File: src/ibsf_consts.svh
// Functional notes
// - reset clears status to zero
// - after wakeup off, freeze until start/stop
// - bit order master..stop, seven down to zero
// - master flag one during master communication
// - master flag set when start generated
// - master flag cleared stop, loss, exit, disable
// - arbitration loss sets lost, clears master
// - lost flag cleared by read, disable, reset
// - ext flag set at 8th clock, 0000/1111
// - ext flag cleared start, stop, exit, disable
// - match flag set at 8th clock on match
// - match flag cleared start, stop, exit, disable
// - transmit flag one while driving data line
// - ack flag at 9th clock, cleared next byte
`ifndef IBSF_CONSTS_SVH
`define IBSF_CONSTS_SVH
`define IBSF_ADDR_STATUS 20'hFFF51
`define IBSF_ADDR_CTRL 20'hFFF60
`define IBSF_ADDR_IRQ_ST 20'hFFF61
`define IBSF_ADDR_IRQ_MASK 20'hFFF62
`define IBSF_ADDR_SLAVE 20'hFFF63
`define IBSF_STATUS_RST 8'h00
`define IBSF_CTRL_EXIT 0
`define IBSF_CTRL_START 1
`define IBSF_CTRL_TX 2
`define IBSF_CTRL_WAKE 3
`define IBSF_CTRL_ENABLE 7
`define IBSF_EV_START 0
`define IBSF_EV_STOP 1
`define IBSF_EV_ARB 2
`define IBSF_EV_ADDR 3
`define IBSF_BIT_ADDR 4'h8
`define IBSF_BIT_ACK 4'h9
`endif

File: src/ibsf_pkg.sv
package ibsf_pkg;
  typedef struct packed {
    logic master_state_flag;
    logic arb_lost_flag;
    logic ext_code_flag;
    logic addr_match_flag;
    logic tx_state_flag;
    logic ack_seen_flag;
    logic start_seen_flag;
    logic stop_seen_flag;
  } ibsf_status_t;
  typedef struct packed {
    logic [19:0] addr;
    logic [7:0] wdata;
    logic wr;
    logic rd;
  } ibsf_bus_t;
  typedef enum logic [1:0] {
    IBSF_IDLE = 2'b00,
    IBSF_ADDR = 2'b01,
    IBSF_DATA = 2'b10
  } ibsf_phase_t;
  typedef struct packed {
    logic [1:0] scl_sync;
    logic [1:0] sda_sync;
    logic scl_q;
    logic sda_q;
    ibsf_phase_t phase;
    logic [3:0] bit_cnt;
    logic [7:0] shift;
    ibsf_status_t status;
    logic [7:0] ctrl;
    logic [6:0] own_slave_addr;
    logic [3:0] irq_status;
    logic [3:0] irq_mask;
    logic frozen;
    logic [7:0] rdata;
    logic irq;
    logic sda_out;
    logic sda_oe_n;
  } ibsf_state_t;
endpackage

File: src/ibsf_top.sv
// Implementation choice: strobed register access.
`timescale 1ns/1ps
`include "ibsf_consts.svh"
module ibsf_top (
  input wire logic sys_clk,
  input wire logic rstn,
  input wire ibsf_pkg::ibsf_bus_t bus,
  input wire logic serial_clock_line,
  input wire logic serial_data_line,
  input wire logic start_gen,
  input wire logic arb_loss,
  input wire logic drive_low,
  output logic [7:0] rdata,
  output logic bus_irq_request,
  output logic sda_out,
  output logic sda_oe_n
);
  ibsf_pkg::ibsf_state_t s;
  ibsf_pkg::ibsf_state_t next_s;
  logic scl_rise;
  logic sda_rise;
  logic sda_fall;
  logic start_det;
  logic stop_det;
  logic enable;
  logic disable_evt;
  logic exit_cmd;
  logic [7:0] addr_byte;
  // =====================================================
  // link edges
  assign enable = s.ctrl[`IBSF_CTRL_ENABLE];
  assign scl_rise = s.scl_sync[1] & ~s.scl_q;
  assign sda_rise = s.sda_sync[1] & ~s.sda_q;
  assign sda_fall = ~s.sda_sync[1] & s.sda_q;
  assign start_det = enable & s.scl_sync[1] & s.scl_q & sda_fall;
  assign stop_det = enable & s.scl_sync[1] & s.scl_q & sda_rise;
  assign disable_evt = bus.wr & (bus.addr == `IBSF_ADDR_CTRL) & enable
    & ~bus.wdata[`IBSF_CTRL_ENABLE];
  assign exit_cmd = bus.wr & (bus.addr == `IBSF_ADDR_CTRL) & bus.wdata[`IBSF_CTRL_EXIT];
  assign addr_byte = {s.shift[6:0], s.sda_sync[1]};
  // =====================================================
  // next state
  always_comb begin
    next_s = s;
    next_s.scl_sync = {s.scl_sync[0], serial_clock_line};
    next_s.sda_sync = {s.sda_sync[0], serial_data_line};
    next_s.scl_q = s.scl_sync[1];
    next_s.sda_q = s.sda_sync[1];
    if (bus.wr) begin
      unique case (bus.addr)
        `IBSF_ADDR_CTRL: next_s.ctrl = bus.wdata & 8'h8C;
        `IBSF_ADDR_IRQ_MASK: next_s.irq_mask = bus.wdata[3:0];
        `IBSF_ADDR_SLAVE: next_s.own_slave_addr = bus.wdata[7:1];
        `IBSF_ADDR_IRQ_ST: next_s.irq_status = s.irq_status & ~bus.wdata[3:0];
        default: ;
      endcase
    end
    // status address writes fall to default
    if (s.ctrl[`IBSF_CTRL_WAKE] & bus.wr & (bus.addr == `IBSF_ADDR_CTRL)
        & ~bus.wdata[`IBSF_CTRL_WAKE]) begin
      next_s.frozen = 1'b1;
    end
    if (start_det | stop_det) begin
      next_s.frozen = 1'b0;
    end
    if (enable & ~s.frozen) begin
      if (scl_rise) begin
        next_s.shift = {s.shift[6:0], s.sda_sync[1]};
        next_s.bit_cnt = (s.bit_cnt == `IBSF_BIT_ACK) ? 4'h1 : s.bit_cnt + 4'h1;
        if (s.bit_cnt == `IBSF_BIT_ACK) begin
          next_s.status.ack_seen_flag = 1'b0;
          next_s.phase = ibsf_pkg::IBSF_DATA;
        end
        if (s.bit_cnt == `IBSF_BIT_ADDR - 4'h1 && s.phase == ibsf_pkg::IBSF_ADDR) begin
          if (addr_byte[7:4] == 4'h0 || addr_byte[7:4] == 4'hF) begin
            next_s.status.ext_code_flag = 1'b1;
          end
          if (addr_byte[7:1] == s.own_slave_addr) begin
            next_s.status.addr_match_flag = 1'b1;
            next_s.irq_status[`IBSF_EV_ADDR] = 1'b1;
          end
        end
        if (s.bit_cnt == `IBSF_BIT_ADDR && ~s.sda_sync[1]) begin
          next_s.status.ack_seen_flag = 1'b1;
        end
      end
      next_s.status.tx_state_flag = s.ctrl[`IBSF_CTRL_TX];
      if (start_gen) begin
        next_s.status.master_state_flag = 1'b1;
      end
      if (arb_loss) begin
        next_s.status.arb_lost_flag = 1'b1;
        next_s.status.master_state_flag = 1'b0;
        next_s.irq_status[`IBSF_EV_ARB] = 1'b1;
      end
      if (start_det) begin
        next_s.phase = ibsf_pkg::IBSF_ADDR;
        next_s.bit_cnt = 4'h0;
        next_s.status.start_seen_flag = 1'b1;
        next_s.status.stop_seen_flag = 1'b0;
        next_s.status.ext_code_flag = 1'b0;
        next_s.status.addr_match_flag = 1'b0;
        next_s.irq_status[`IBSF_EV_START] = 1'b1;
      end
      if (stop_det) begin
        next_s.phase = ibsf_pkg::IBSF_IDLE;
        next_s.status.stop_seen_flag = 1'b1;
        next_s.status.start_seen_flag = 1'b0;
        next_s.status.master_state_flag = 1'b0;
        next_s.status.ext_code_flag = 1'b0;
        next_s.status.addr_match_flag = 1'b0;
        next_s.status.ack_seen_flag = 1'b0;
        next_s.status.tx_state_flag = 1'b0;
        next_s.irq_status[`IBSF_EV_STOP] = 1'b1;
      end
    end else if (enable & (start_det | stop_det)) begin
      next_s.status.start_seen_flag = start_det;
      next_s.status.stop_seen_flag = stop_det;
      next_s.status.master_state_flag = 1'b0;
      next_s.status.ext_code_flag = 1'b0;
      next_s.status.addr_match_flag = 1'b0;
      next_s.status.ack_seen_flag = 1'b0;
      next_s.irq_status[`IBSF_EV_STOP] = stop_det | s.irq_status[`IBSF_EV_STOP];
      next_s.irq_status[`IBSF_EV_START] = start_det | s.irq_status[`IBSF_EV_START];
    end
    next_s.rdata = 8'h00;
    if (bus.rd) begin
      unique case (bus.addr)
        `IBSF_ADDR_STATUS: next_s.rdata = s.status;
        `IBSF_ADDR_CTRL: next_s.rdata = s.ctrl;
        `IBSF_ADDR_IRQ_ST: next_s.rdata = {4'h0, s.irq_status};
        `IBSF_ADDR_IRQ_MASK: next_s.rdata = {4'h0, s.irq_mask};
        `IBSF_ADDR_SLAVE: next_s.rdata = {s.own_slave_addr, 1'b0};
        default: next_s.rdata = 8'h00;
      endcase
      if (bus.addr == `IBSF_ADDR_STATUS && !(enable & arb_loss)) begin
        next_s.status.arb_lost_flag = 1'b0;
      end
    end
    if (exit_cmd) begin
      next_s.status.master_state_flag = 1'b0;
      next_s.status.ext_code_flag = 1'b0;
      next_s.status.addr_match_flag = 1'b0;
      next_s.status.ack_seen_flag = 1'b0;
      next_s.status.tx_state_flag = 1'b0;
      next_s.phase = ibsf_pkg::IBSF_IDLE;
    end
    if (disable_evt) begin
      next_s.status = `IBSF_STATUS_RST;
      next_s.phase = ibsf_pkg::IBSF_IDLE;
      next_s.frozen = 1'b0;
    end
    next_s.irq = |(next_s.irq_status & s.irq_mask);
    // open drain: only ever pulls low
    next_s.sda_out = 1'b0;
    next_s.sda_oe_n = ~(next_s.status.tx_state_flag & drive_low);
  end
  // =====================================================
  // registers
  always_ff @(posedge sys_clk) begin
    if (!rstn) begin
      s <= '0;
      s.sda_oe_n <= 1'b1;
    end else begin
      s <= next_s;
    end
  end
  assign rdata = s.rdata;
  assign bus_irq_request = s.irq;
  assign sda_out = s.sda_out;
  assign sda_oe_n = s.sda_oe_n;
  // =====================================================
  // checks
  AST_RESET_ZERO: assert property (@(posedge sys_clk) !rstn |=> s.status == 8'h00)
    else $error("status not zero after reset");
  AST_MASTER_SET: assert property (@(posedge sys_clk) disable iff (!rstn)
    enable && !s.frozen && start_gen && !arb_loss && !exit_cmd && !disable_evt && !stop_det
    |=> s.status.master_state_flag)
    else $error("master flag not set");
  AST_ARB_LOSS: assert property (@(posedge sys_clk) disable iff (!rstn)
    enable && !s.frozen && arb_loss && !disable_evt |=> s.status.arb_lost_flag
    && !s.status.master_state_flag)
    else $error("arbitration loss not recorded");
  AST_ARB_READ_CLR: assert property (@(posedge sys_clk) disable iff (!rstn)
    bus.rd && bus.addr == `IBSF_ADDR_STATUS && !arb_loss |=> !s.status.arb_lost_flag)
    else $error("lost flag not cleared by read");
  AST_STOP_CLR: assert property (@(posedge sys_clk) disable iff (!rstn)
    stop_det && !disable_evt |=> s.status.stop_seen_flag && !s.status.master_state_flag
    && !s.status.addr_match_flag && !s.status.ext_code_flag)
    else $error("stop did not clear flags");
  AST_START_CLR: assert property (@(posedge sys_clk) disable iff (!rstn)
    start_det && !disable_evt |=> s.status.start_seen_flag && !s.status.ext_code_flag
    && !s.status.addr_match_flag)
    else $error("start did not clear flags");
  AST_DISABLE: assert property (@(posedge sys_clk) disable iff (!rstn)
    disable_evt |=> s.status == 8'h00)
    else $error("disable did not clear status");
  AST_READ_DATA: assert property (@(posedge sys_clk) disable iff (!rstn)
    bus.rd && bus.addr == `IBSF_ADDR_STATUS |=> rdata == $past(s.status))
    else $error("status read data wrong");
  AST_NO_WRITE: assert property (@(posedge sys_clk) disable iff (!rstn)
    bus.wr && bus.addr == `IBSF_ADDR_STATUS && !enable |=> $stable(s.status))
    else $error("status changed by write");
  AST_FROZEN: assert property (@(posedge sys_clk) disable iff (!rstn)
    s.frozen && !start_det && !stop_det && !exit_cmd && !disable_evt
    && !(bus.rd && bus.addr == `IBSF_ADDR_STATUS) |=> $stable(s.status))
    else $error("status updated while frozen");
  COV_START: cover property (@(posedge sys_clk) start_det);
  COV_MATCH: cover property (@(posedge sys_clk) $rose(s.status.addr_match_flag));
  COV_ARB: cover property (@(posedge sys_clk) $rose(s.status.arb_lost_flag));
  COV_IRQ: cover property (@(posedge sys_clk) $rose(bus_irq_request));
endmodule // ibsf_top

File: config.mk
export PLATFORM = sky130hd
export DESIGN_NAME = ibsf_top
export DESIGN_NICKNAME = d
export VERILOG_FILES = /design/src/ibsf_pkg.sv /design/src/ibsf_top.sv
export VERILOG_INCLUDE_DIRS = /design/src
export SDC_FILE = /design/constraint.sdc
export NUM_CORES = 1
export LEC_CHECK = 0
export BUFFER_PORTS_ARGS = -buffer_cell sky130_fd_sc_hd__buf_2
export CELL_PAD_IN_SITES_DETAIL_PLACEMENT = 1
export CELL_PAD_IN_SITES_GLOBAL_PLACEMENT = 1
export CORE_MARGIN = 5
export CORE_UTILIZATION = 38
export DETAILED_ROUTE_END_ITERATION = 16
export PLACE_DENSITY_LB_ADDON = 0.1
export SETUP_SLACK_MARGIN = 0.5
export SLEW_MARGIN = 20
export SYNTH_ARGS = -nofsm -noshare
export SYNTH_HDL_FRONTEND = slang
export SYNTH_SLANG_ARGS = --single-unit
File: constraint.sdc
create_clock -name sys_clk -period 2.3 [get_ports sys_clk]
set_input_delay 0.46 -clock sys_clk [delete_from_list [all_inputs] [get_ports sys_clk]]
set_output_delay 0.46 -clock sys_clk [all_outputs]
set_load 0.02 [all_outputs]
==> reports/qor.txt, run 1 <==
Yosys reg bits - 56
Most common cell after layout, fill and taps aside - dfxtp_1
R2R depth - 6
Remaining Overflow, GRT - 0
VDD IR max - 0.269 mV
Core Area - 7210 um^2
Post-synth ARST share - 0%
Antenna diode count - 0
Die X - 96.1 um
Setup-failing EPs final - 0
Synth top area share - 39.8%
Synth cell types - 55
DR vias - 2438
Fill cell count - 886
Syn Inst Count - 315
Number of synthesized flops with an enable pin - 0
Vias in the first global route - 2455
Status - finished clean
Crit end category - register
Worst reg2reg endpoint - s[37]$_SDFFE_PP0P_
Share of cells above drive strength 1 - 28.4%
CTS H-tree depth - 2
Max cap viols - 0
Detail Route Antenna Nets - 0
P_leak - 1.32 nW
CTS tree - yes
Crit path to - s[11]$_SDFFE_PP0P_
Fin cells - 462
Fmax - 0.523 GHz
Top Ports - 48
CP Class - in -> reg
Max_slew headroom - 64.1%
Rows - 31
CTS sink count - 56
Worst r2r src - enable$_SDFFE_PN0N_
Clk buf depth - 2
Post-route DRC violation count - 0
Port Buffers - 46
Clock latency at the later pin of the worst-skew pair - 0.32 ns
Sequential fraction of the synthesis area - 39.8%
Die Y - 96.1 um
Arr. time, crit path - 2.16 ns
All-Layer GR Usage - 18.0%
Clk_skew - 0.0158 ns
Final critical-path share of the clock period - 83.1%
Slew Viols, Final - 0
Routed WL - 7.81 mm
Starting Density - 39.0%
Initial antenna violation count - 0
Nets - 402
Top FF cell, synth - dfxtp_1
DPL Wire Length - 6.02 mm
Minimum clock period - 1.91 ns
Mapped Nets - 355
Final Hold Fails - 0
Actual slew at the worst max-slew pin - 0.534 ns
Post-Syn Area - 2810 um^2
Avg Synthesized Cell Area - 8.93 um^2
Hold Crit Class - in -> reg
Largest net degree at the start of global routing - 28
Final setup TNS - 0 ns
Placed insts - 448
Reg clk slew, reported paths - 0.11 ns
Vias per inst - 5.28
RSZ-0062 raised after global routing - true
Most frequent cells in the layout - dfxtp_1 (56), buf_2 (45), nand2_1 (30)
WL/cell - 16.9 um
First-pass GRT wire length - 12.5 mm
Die footprint - 9230 um^2
Initial DRC Count - 80
Main area contributors after synthesis - dfxtp_1 (40%), nor2b_1 (4.9%), mux2i_1 (4.6%)
Post-synth top area cell - dfxtp_1
Root buffer cell - clkbuf_8
Worst setup SP type - input port
Util after Layout - 46.2%
R2R setup slack - 0.61 ns
Crit Path Max Fanout - 5
CP Data Required Time - 2.55 ns
Drt pass-1 iters - 4
Synth warnings - 0
TritonCTS Buffers - 5
Final Wtd Congestion - 0.815
CP startpoint - bus[13]
P&R area growth vs syn - 18.5%
PwrDens - 494 nW/um^2
## power breakdown
group | switching [mW] | internal, mW
clock | 0.349 | 0.217
sequential | 0.00316 | 0.973
combinational | 0.0586 | 0.0465
## area by class of cell
class | instances | area, um^2 | share of cell area (%)
clock buffers | 5 | 68.8 | 2.06
inverters | 8 | 30.0 | 0.900
repair buffers | 64 | 379 | 11.4
clock inverters | 3 | 21.3 | 0.638
multi-input cells | 227 | 1590 | 47.7
well taps | 99 | 124 | 3.71
flip-flops and latches | 56 | 1120 | 33.6
## how the worst min path moves through the flow
stage / cells past startpoint / slack [ns] / end / startpoint
floorplan: 1 / 0.41 / addr_byte[0]$_SDFF_PN0_ / next_s[60]$_SDFF_PN0_
global placement: 1 / 0.41 / addr_byte[0]$_SDFF_PN0_ / next_s[60]$_SDFF_PN0_
detailed placement: 1 / 0.42 / next_s[58]$_SDFF_PN0_ / next_s[62]$_SDFF_PN0_
CTS: 2 / 0.30 / sda_oe_n$_SDFF_PN1_ / drive_low
global route: 2 / 0.29 / sda_oe_n$_SDFF_PN1_ / drive_low
finish: 2 / 0.31 / sda_oe_n$_SDFF_PN1_ / drive_low
## synth_stat cells, types with 4 or more instances
| cell | number |
|---|---|
| a21oi_1 | 17 |
| a21boi_0 | 12 |
| xor2_1 | 7 |
| nand2_1 | 30 |
| o21ai_0 | 8 |
| and2_1 | 10 |
| clkbuf_1 | 12 |
| inv_1 | 8 |
| dfxtp_1 | 56 |
| nand4_1 | 8 |
| nor2_1 | 18 |
| nand2b_1 | 4 |
| nor2b_1 | 22 |
| mux2i_1 | 13 |
| nor3_1 | 6 |
| nand3_1 | 9 |
| nor4_1 | 5 |
| a22oi_1 | 5 |
| buf_4 | 10 |
## metrics by stage
step | setup WS (ns) | total power, mW | area (um^2) | hold WS (ns)
floorplan | 0.171 | 1.05 | 2850 | 0.412
global placement | 0.0603 | 1.10 | 3140 | 0.415
detailed placement | 0.0385 | 1.10 | 3140 | 0.424
CTS | 0.396 | 1.67 | 3300 | 0.302
global route | 0.348 | 1.71 | 3340 | 0.289
finish | 0.388 | 1.65 | 3340 | 0.306
## logic make-up after synthesis
family / count (synthesis) / share of synthesized area, %
AO/OA/AOI/OAI: 63 / 15.6
XOR/XNOR: 8 / 2.49
AND/OR/NAND/NOR: 136 / 27.8
adder cells (fa/ha/maj): 3 / 1.33
flip-flops: 56 / 39.8
multiplexers: 16 / 6.62
other: 1 / 0.133
buffers and inverters: 32 / 6.18
## sequential cells by signal (all words and copies together) (netlist names)
signal / cells
s: 34
enable: 1
sda_oe_n: 1
bus_irq_request: 1
addr_byte: 8
next_s: 3
rdata: 8
## worst max-delay path: stages
cell and delay, ns:
buf_6 0.09, or4b_4 0.58, nor4_4 0.19, buf_4 0.17, nand4_4 0.10, or3b_4 0.40
a211oi_2 0.17
## layer usage
layer / up-vias / wire length, um / track usage, %
li1: 1196 / - / -
met1: 1187 / 3730 / 23.6
met2: 48 / 3650 / 30.1
met3: 7 / 341 / 3.21
met4: 0 / 96 / 4.98
met5: - / 0 / 0
## repair_timing
action / in CTS / in global routing
setup endpoints to repair: 17 / 35
setup buffers: 4 / 2
hold buffers: 0 / 0
pin swaps: 3 / 4
gates resized for setup: 9 / 6
Note: power is estimated with default switching activity, not from simulation.
==> run 2, diff against run 1 <==
clock period = 1.55 ns   (was 2.3 ns; I/O delays follow)
==> reports/qor.txt, run 2 (same netlist as run 1, synthesis figures left out) <==
Final WS setup - -0.207 ns (-0.595 ns)
Crit end category - register
Top Ports - 48 (unchanged)
Routed WL - 9.41 mm (+20%)
Starting Density - 39.0% (unchanged)
RSZ-0062 raised after global routing - true
P_leak - 1.67 nW (+27%)
Arr. time, crit path - 1.98 ns (-0.18 ns)
Drt pass-1 iters - 4 (unchanged)
WL/cell - 18.6 um (+10%)
Die X - 96.1 um (unchanged)
Fmax - 0.569 GHz
Final Wtd Congestion - 0.831 (+2.0%)
CTS tree - yes
P&R area growth vs syn - 43.9%
Crit Path Max Fanout - 6 (+1)
CTS H-tree depth - 2 (unchanged)
First-pass GRT wire length - 14.4 mm (+15%)
Port Buffers - 46 (unchanged)
Reg clk slew, reported paths - 0.11 ns (about the same)
Hold slack - 0.163 ns (-0.143 ns)
Initial antenna violation count - 0 (unchanged)
Initial DRC Count - 94 (+18%)
Clk_skew - 0.00565 ns (-0.0102 ns)
Share of cells above drive strength 1 - 47.2% (+19 points)
Failing checks - negative setup slack
Rows - 31 (unchanged)
Remaining Overflow, GRT - 0 (unchanged)
Die Y - 96.1 um (unchanged)
Post-route DRC violation count - 0 (unchanged)
Worst setup SP type - input port
Hold buffers post-CTS - 0 (unchanged)
Max cap viols - 0 (unchanged)
Die footprint - 9230 um^2 (unchanged)
Vias per inst - 5.29 (+0.26%)
Vias in the first global route - 2774 (+13%)
Largest register FFs - 34 (unchanged)
DPL Wire Length - 6.50 mm (+8.1%)
All-Layer GR Usage - 20.6% (+2.6 points)
Setup-failing EPs final - 37 (+37)
Final Hold Fails - 0 (unchanged)
Most common cell after layout, fill and taps aside - buf_4
Slew Viols, Final - 0 (unchanged)
Util after Layout - 56.1% (+9.9 points)
CP Class - in -> reg
Most frequent cells in the layout - buf_4 (41), dfxtp_1 (39), buf_2 (36)
CP Data Required Time - 1.77 ns (-0.78 ns)
PwrDens - 624 nW/um^2 (+26%)
Final critical-path share of the clock period - 113%
Antenna diode count - 0 (unchanged)
Core Area - 7210 um^2 (unchanged)
Root buffer cell - clkbuf_8
TritonCTS Buffers - 5 (unchanged)
Clock latency at the later pin of the worst-skew pair - 0.32 ns (about the same)
Largest net degree at the start of global routing - 21 (-25%)
Status - finished, violations left
Nets - 446 (+11%)
Most flops, register - s
CTS sink count - 56 (unchanged)
DR vias - 2677 (+9.8%)
Minimum clock period - 1.76 ns
Detail Route Antenna Nets - 0 (unchanged)
Clk buf depth - 2 (unchanged)
VDD IR max - 0.426 mV (+58%)
Hold Crit Class - in -> reg
## run 2: cell types whose count changed in the layout (fill, tap and decap cells not counted), sizes merged
| cell | before | now |
|---|---|---|
| buf | 64 | 108 |
## run 2: area by class of cell
| type | count | area [um^2] |
|---|---|---|
| well taps | 99 | 124 |
| flip-flops and latches | 56 | 1150 |
| clock buffers | 5 | 68.8 |
| inverters | 8 | 30.0 |
| repair buffers | 108 | 855 |
| clock inverters | 3 | 27.5 |
| fillers | 845 | 3160 |
| multi-input cells | 227 | 1800 |
## run 2: path summary, 6_finish.rpt
path	from	cells after the start	endpoint	slack, ns
worst max-delay path	bus[13]	9	s[17]$_SDFF_PN0_	-0.21
worst min-delay path	drive_low	2	sda_oe_n$_SDFF_PN1_	0.16
worst max register to register	enable$_SDFFE_PN0N_	6	s[37]$_SDFFE_PP0P_	-0.02
worst min register to register	next_s[60]$_SDFF_PN0_	1	addr_byte[0]$_SDFF_PN0_	0.45
## run 2: per-stage QoR
stage	instance area (um^2)	instances	setup slack, ns	power, mW	setup TNS, ns
after floorplan	2920	315	-0.429	1.56	-11.61
after global placement	3420	479	-0.512	1.66	-15.25
after detailed placement	3420	479	-0.538	1.66	-16.18
after CTS	3910	501	-0.171	2.53	-3.12
after global routing	4050	506	-0.245	2.64	-5.44
final	4050	506	-0.207	2.53	-4.08
## run 2: timing repair
action | 4_1_cts | 5_1_grt
gates cloned | 1 | 0
buffers inserted | 13 | 5
pin swaps | 13 | 16
endpoints found under the setup margin | 60 | 60
hold endpoints to repair | 0 | 0
gates resized for setup | 82 | 24
## run 2: layer usage
layer  up-vias  global-route usage, %  wire length (um)
met1      1309                   24.8              4010
li1       1291                      -                 -
met5         -                      0                 0
met3        16                   3.60               391
met4         0                   5.81               175
met2        61                   37.2              4840
## run 2: critical path, cell delays in order
cell and delay, ns:
buf_6 0.09, or4b_4 0.57, buf_4 0.16, buf_6 0.11, nor4_4 0.16, buf_4 0.21
nand4_1 0.14, a21oi_2 0.17, nor2b_1 0.05
## run 2: report_power, final
group / internal [mW] / switching, mW / leakage [nW]
registers: 1.44 / 0.00639 / 0.460
logic: 0.0994 / 0.106 / 1.16
clock network: 0.334 / 0.541 / 0.0463
==> run 3, diff against run 2 <==
CORE_UTILIZATION = 25   (was 38)
SLEW_MARGIN = not set   (was 20)
==> reports/qor.txt, run 3 (same netlist as run 1, synthesis figures left out) <==
Drt pass-1 iters - 4 (unchanged)
Slowest library cell on the worst path - or4b_4
Most frequent cells in the layout - buf_4 (51), dfxtp_1 (41), buf_2 (36)
Largest register FFs - 34 (unchanged)
Final Wtd Congestion - 0.771 (-7.3%)
CP Data Required Time - 1.73 ns (-0.04 ns)
Actual slew at the worst max-slew pin - 0.513 ns
Worst hold path depth - 2 (unchanged)
Internal power - 2.15 mW (+15%)
Max cap viols - 0 (unchanged)
DPL Wire Length - 7.08 mm (+8.8%)
DP Worst Slack - -0.540 ns (-0.00181 ns)
All-Layer GR Usage - 13.9% (-6.6 points)
Remaining Overflow, GRT - 0 (unchanged)
Worst setup SP type - input port
DR vias - 2581 (-3.6%)
Die Y - 116 um (+21%)
Final setup TNS - -4.24 ns (-0.160 ns)
Nets - 452 (+1.3%)
Reg clk slew, reported paths - 0.08 ns (-0.03 ns)
Final WS setup - -0.190 ns (+0.0166 ns)
Flop pwr share - 50.8% (-6.5 points)
Largest net degree at the start of global routing - 24 (+14%)
Cell chain of the critical path - buf_6 -> or4b_4 -> nor4_2 -> buf_4 -> a31oi_1 -> a21oi_1 -> nand3_1
P&R area growth vs syn - 45.8%
Hold Crit Class - in -> reg
CTS tree - yes
Top Ports - 48 (unchanged)
R2R setup slack - -0.05 ns (-0.03 ns)
Clk buf depth - 2 (unchanged)
CTS sink count - 56 (unchanged)
Total power - 2.84 mW (+13%)
Routed WL - 9.16 mm (-2.7%)
Multi-input gate area - 1750 um^2 (-2.9%)
Hold slack - 0.199 ns (+0.0365 ns)
CP top delay family - simple AND/OR/NAND/NOR gates
TritonCTS Buffers - 5 (unchanged)
Root buffer cell - clkbuf_16
Most common cell after layout, fill and taps aside - buf_4
Vias per inst - 4.67 (-12%)
Post-route DRC violation count - 0 (unchanged)
Initial DRC Count - 81 (-14%)
Detail Route Antenna Nets - 0 (unchanged)
Setup-failing EPs final - 39 (+5.4%)
Min-Delay Endpoint - sda_oe_n$_SDFF_PN1_
Final Hold Fails - 0 (unchanged)
Worst r2r src - s[51]$_SDFFE_PN0P_
CP Class - in -> reg
R2R depth - 6 (unchanged)
Logic pwr share - 7.0% (-1.1 points)
PwrDens - 693 nW/um^2 (+11%)
Port Buffers - 46 (unchanged)
Rows - 38 (+23%)
Most flops, register - s
Clk_skew - 0.00692 ns (+0.00127 ns)
Final critical-path share of the clock period - 112% (-1.1 points)
Die X - 116 um (+21%)
Fill cell count - 1253 (+48%)
VDD IR max - 0.352 mV (-17%)
WL/cell - 16.6 um (-11%)
Worst path max stage delay - 0.58 ns (about the same)
P_leak - 1.68 nW (+0.54%)
FF/Latch Area - 1150 um^2 (unchanged)
Clock share of power - 42.2% (+7.6 points)
Slew Viols, Final - 0 (unchanged)
RSZ-0062 raised after global routing - true
Failing checks - negative setup slack
CTS H-tree depth - 2 (unchanged)
Status - finished, violations left
Antenna diode count - 0 (unchanged)
Crit end category - register
Switching power - 0.691 mW (+5.9%)
Fmax - 0.575 GHz (+0.95%)
Clock latency at the later pin of the worst-skew pair - 0.30 ns (-0.02 ns)
First-pass GRT wire length - 14.6 mm (+1.3%)
Arr. time, crit path - 1.92 ns (-0.06 ns)
Fin cells - 553 (+9.3%)
Vias in the first global route - 2722 (-1.9%)
Minimum clock period - 1.74 ns (-0.0166 ns)
Share of cells above drive strength 1 - 45.5% (-1.7 points)
Hold Crit Start - drive_low
Die footprint - 13500 um^2 (+46%)
Starting Density - 25.7% (-13 points)
Placed insts - 527 (+10%)
Switch share - 24.3% (-1.5 points)
Initial antenna violation count - 0 (unchanged)
Worst reg2reg endpoint - bus_irq_request$_SDFF_PN0_
Max_slew headroom - 65.7%
Buf+Inv Stages, Crit Path - 2 (-2)
Core Area - 10900 um^2 (+52%)
Crit Path Max Fanout - 5 (-1)
==> run 3: cell count changes in the layout (fill, tap and decap cells not counted), moves of 3 or more <==
| cell | delta |
|---|---|
| buf_6 | -5 |
| clkbuf_16 | +5 |
| buf_4 | +10 |
| clkbuf_8 | -5 |
| dfxtp_2 | -3 |
==> run 3: layout make-up <==
type / count / share of cell area (%)
clock buffers: 5 / 3.05
multi-input cells: 229 / 42.5
clock inverters: 3 / 0.671
flip-flops and latches: 56 / 28.0
repair buffers: 112 / 20.8
inverters: 8 / 0.732
well taps: 140 / 4.27
==> run 3: how the worst max path moves through the flow <==
stage	startpoint	to	slack (ns)	depth (start not counted)
after global routing	bus[13]	s[40]$_SDFFE_PP0P_	-0.23	6
after detailed placement	bus[13]	s[56]$_SDFFE_PP0P_	-0.54	6
final	bus[13]	bus_irq_request$_SDFF_PN0_	-0.19	7
after floorplan	bus[13]	s[11]$_SDFFE_PP0P_	-0.43	6
after CTS	bus[13]	s[56]$_SDFFE_PP0P_	-0.17	6
after global placement	bus[13]	bus_irq_request$_SDFF_PN0_	-0.52	7
==> run 3: routing by layer <==
| metal | global-route usage [%] | vias up | part of all wire (%) |
|---|---|---|---|
| met3 | 2.33 | 5 | 4.7 |
| li1 | - | 1300 | - |
| met2 | 23.9 | 49 | 48 |
| met1 | 18.6 | 1227 | 46 |
| met4 | 2.78 | 0 | 0.68 |
| met5 | 0 | - | 0 |
==> run 3: what timing repair did <==
action,CTS,global route
cloned,2,1
gates resized for setup,67,20
endpoints found under the hold margin,0,0
endpoints found under the setup margin,60,60
pin swaps,8,9
hold buffers,0,0
setup buffers,14,1
==> run 3: power groups by stage <==
stage / clock [mW] / sequential (mW) / combinational (mW)
CTS: 1.24 / 1.45 / 0.195
floorplan: 0 / 1.48 / 0.0822
finish: 1.20 / 1.44 / 0.199
global route: 1.30 / 1.45 / 0.215
global placement: 0 / 1.48 / 0.178
detailed placement: 0 / 1.48 / 0.181
==> run 3: per-stage QoR <==
| step | utilization [%] | instance area [um^2] |
|---|---|---|
| 2_1_floorplan | - | 2920 |
| 3_3_place_gp | 32.1 | 3510 |
| 3_5_place_dp | 32.1 | 3510 |
| 4_1_cts | 36.6 | 4010 |
| 5_1_grt | 37.5 | 4100 |
| 6_report | 37.5 | 4100 |
==> run 3: worst reg2reg max path, stage by stage (launching register included) <==
cell	delay [ns]
dfxtp_2	0.39
ha_1	0.20
nand2_1	0.08
nor4_1	0.36
nand4_1	0.21
and3_1	0.22
nand3_1	0.07
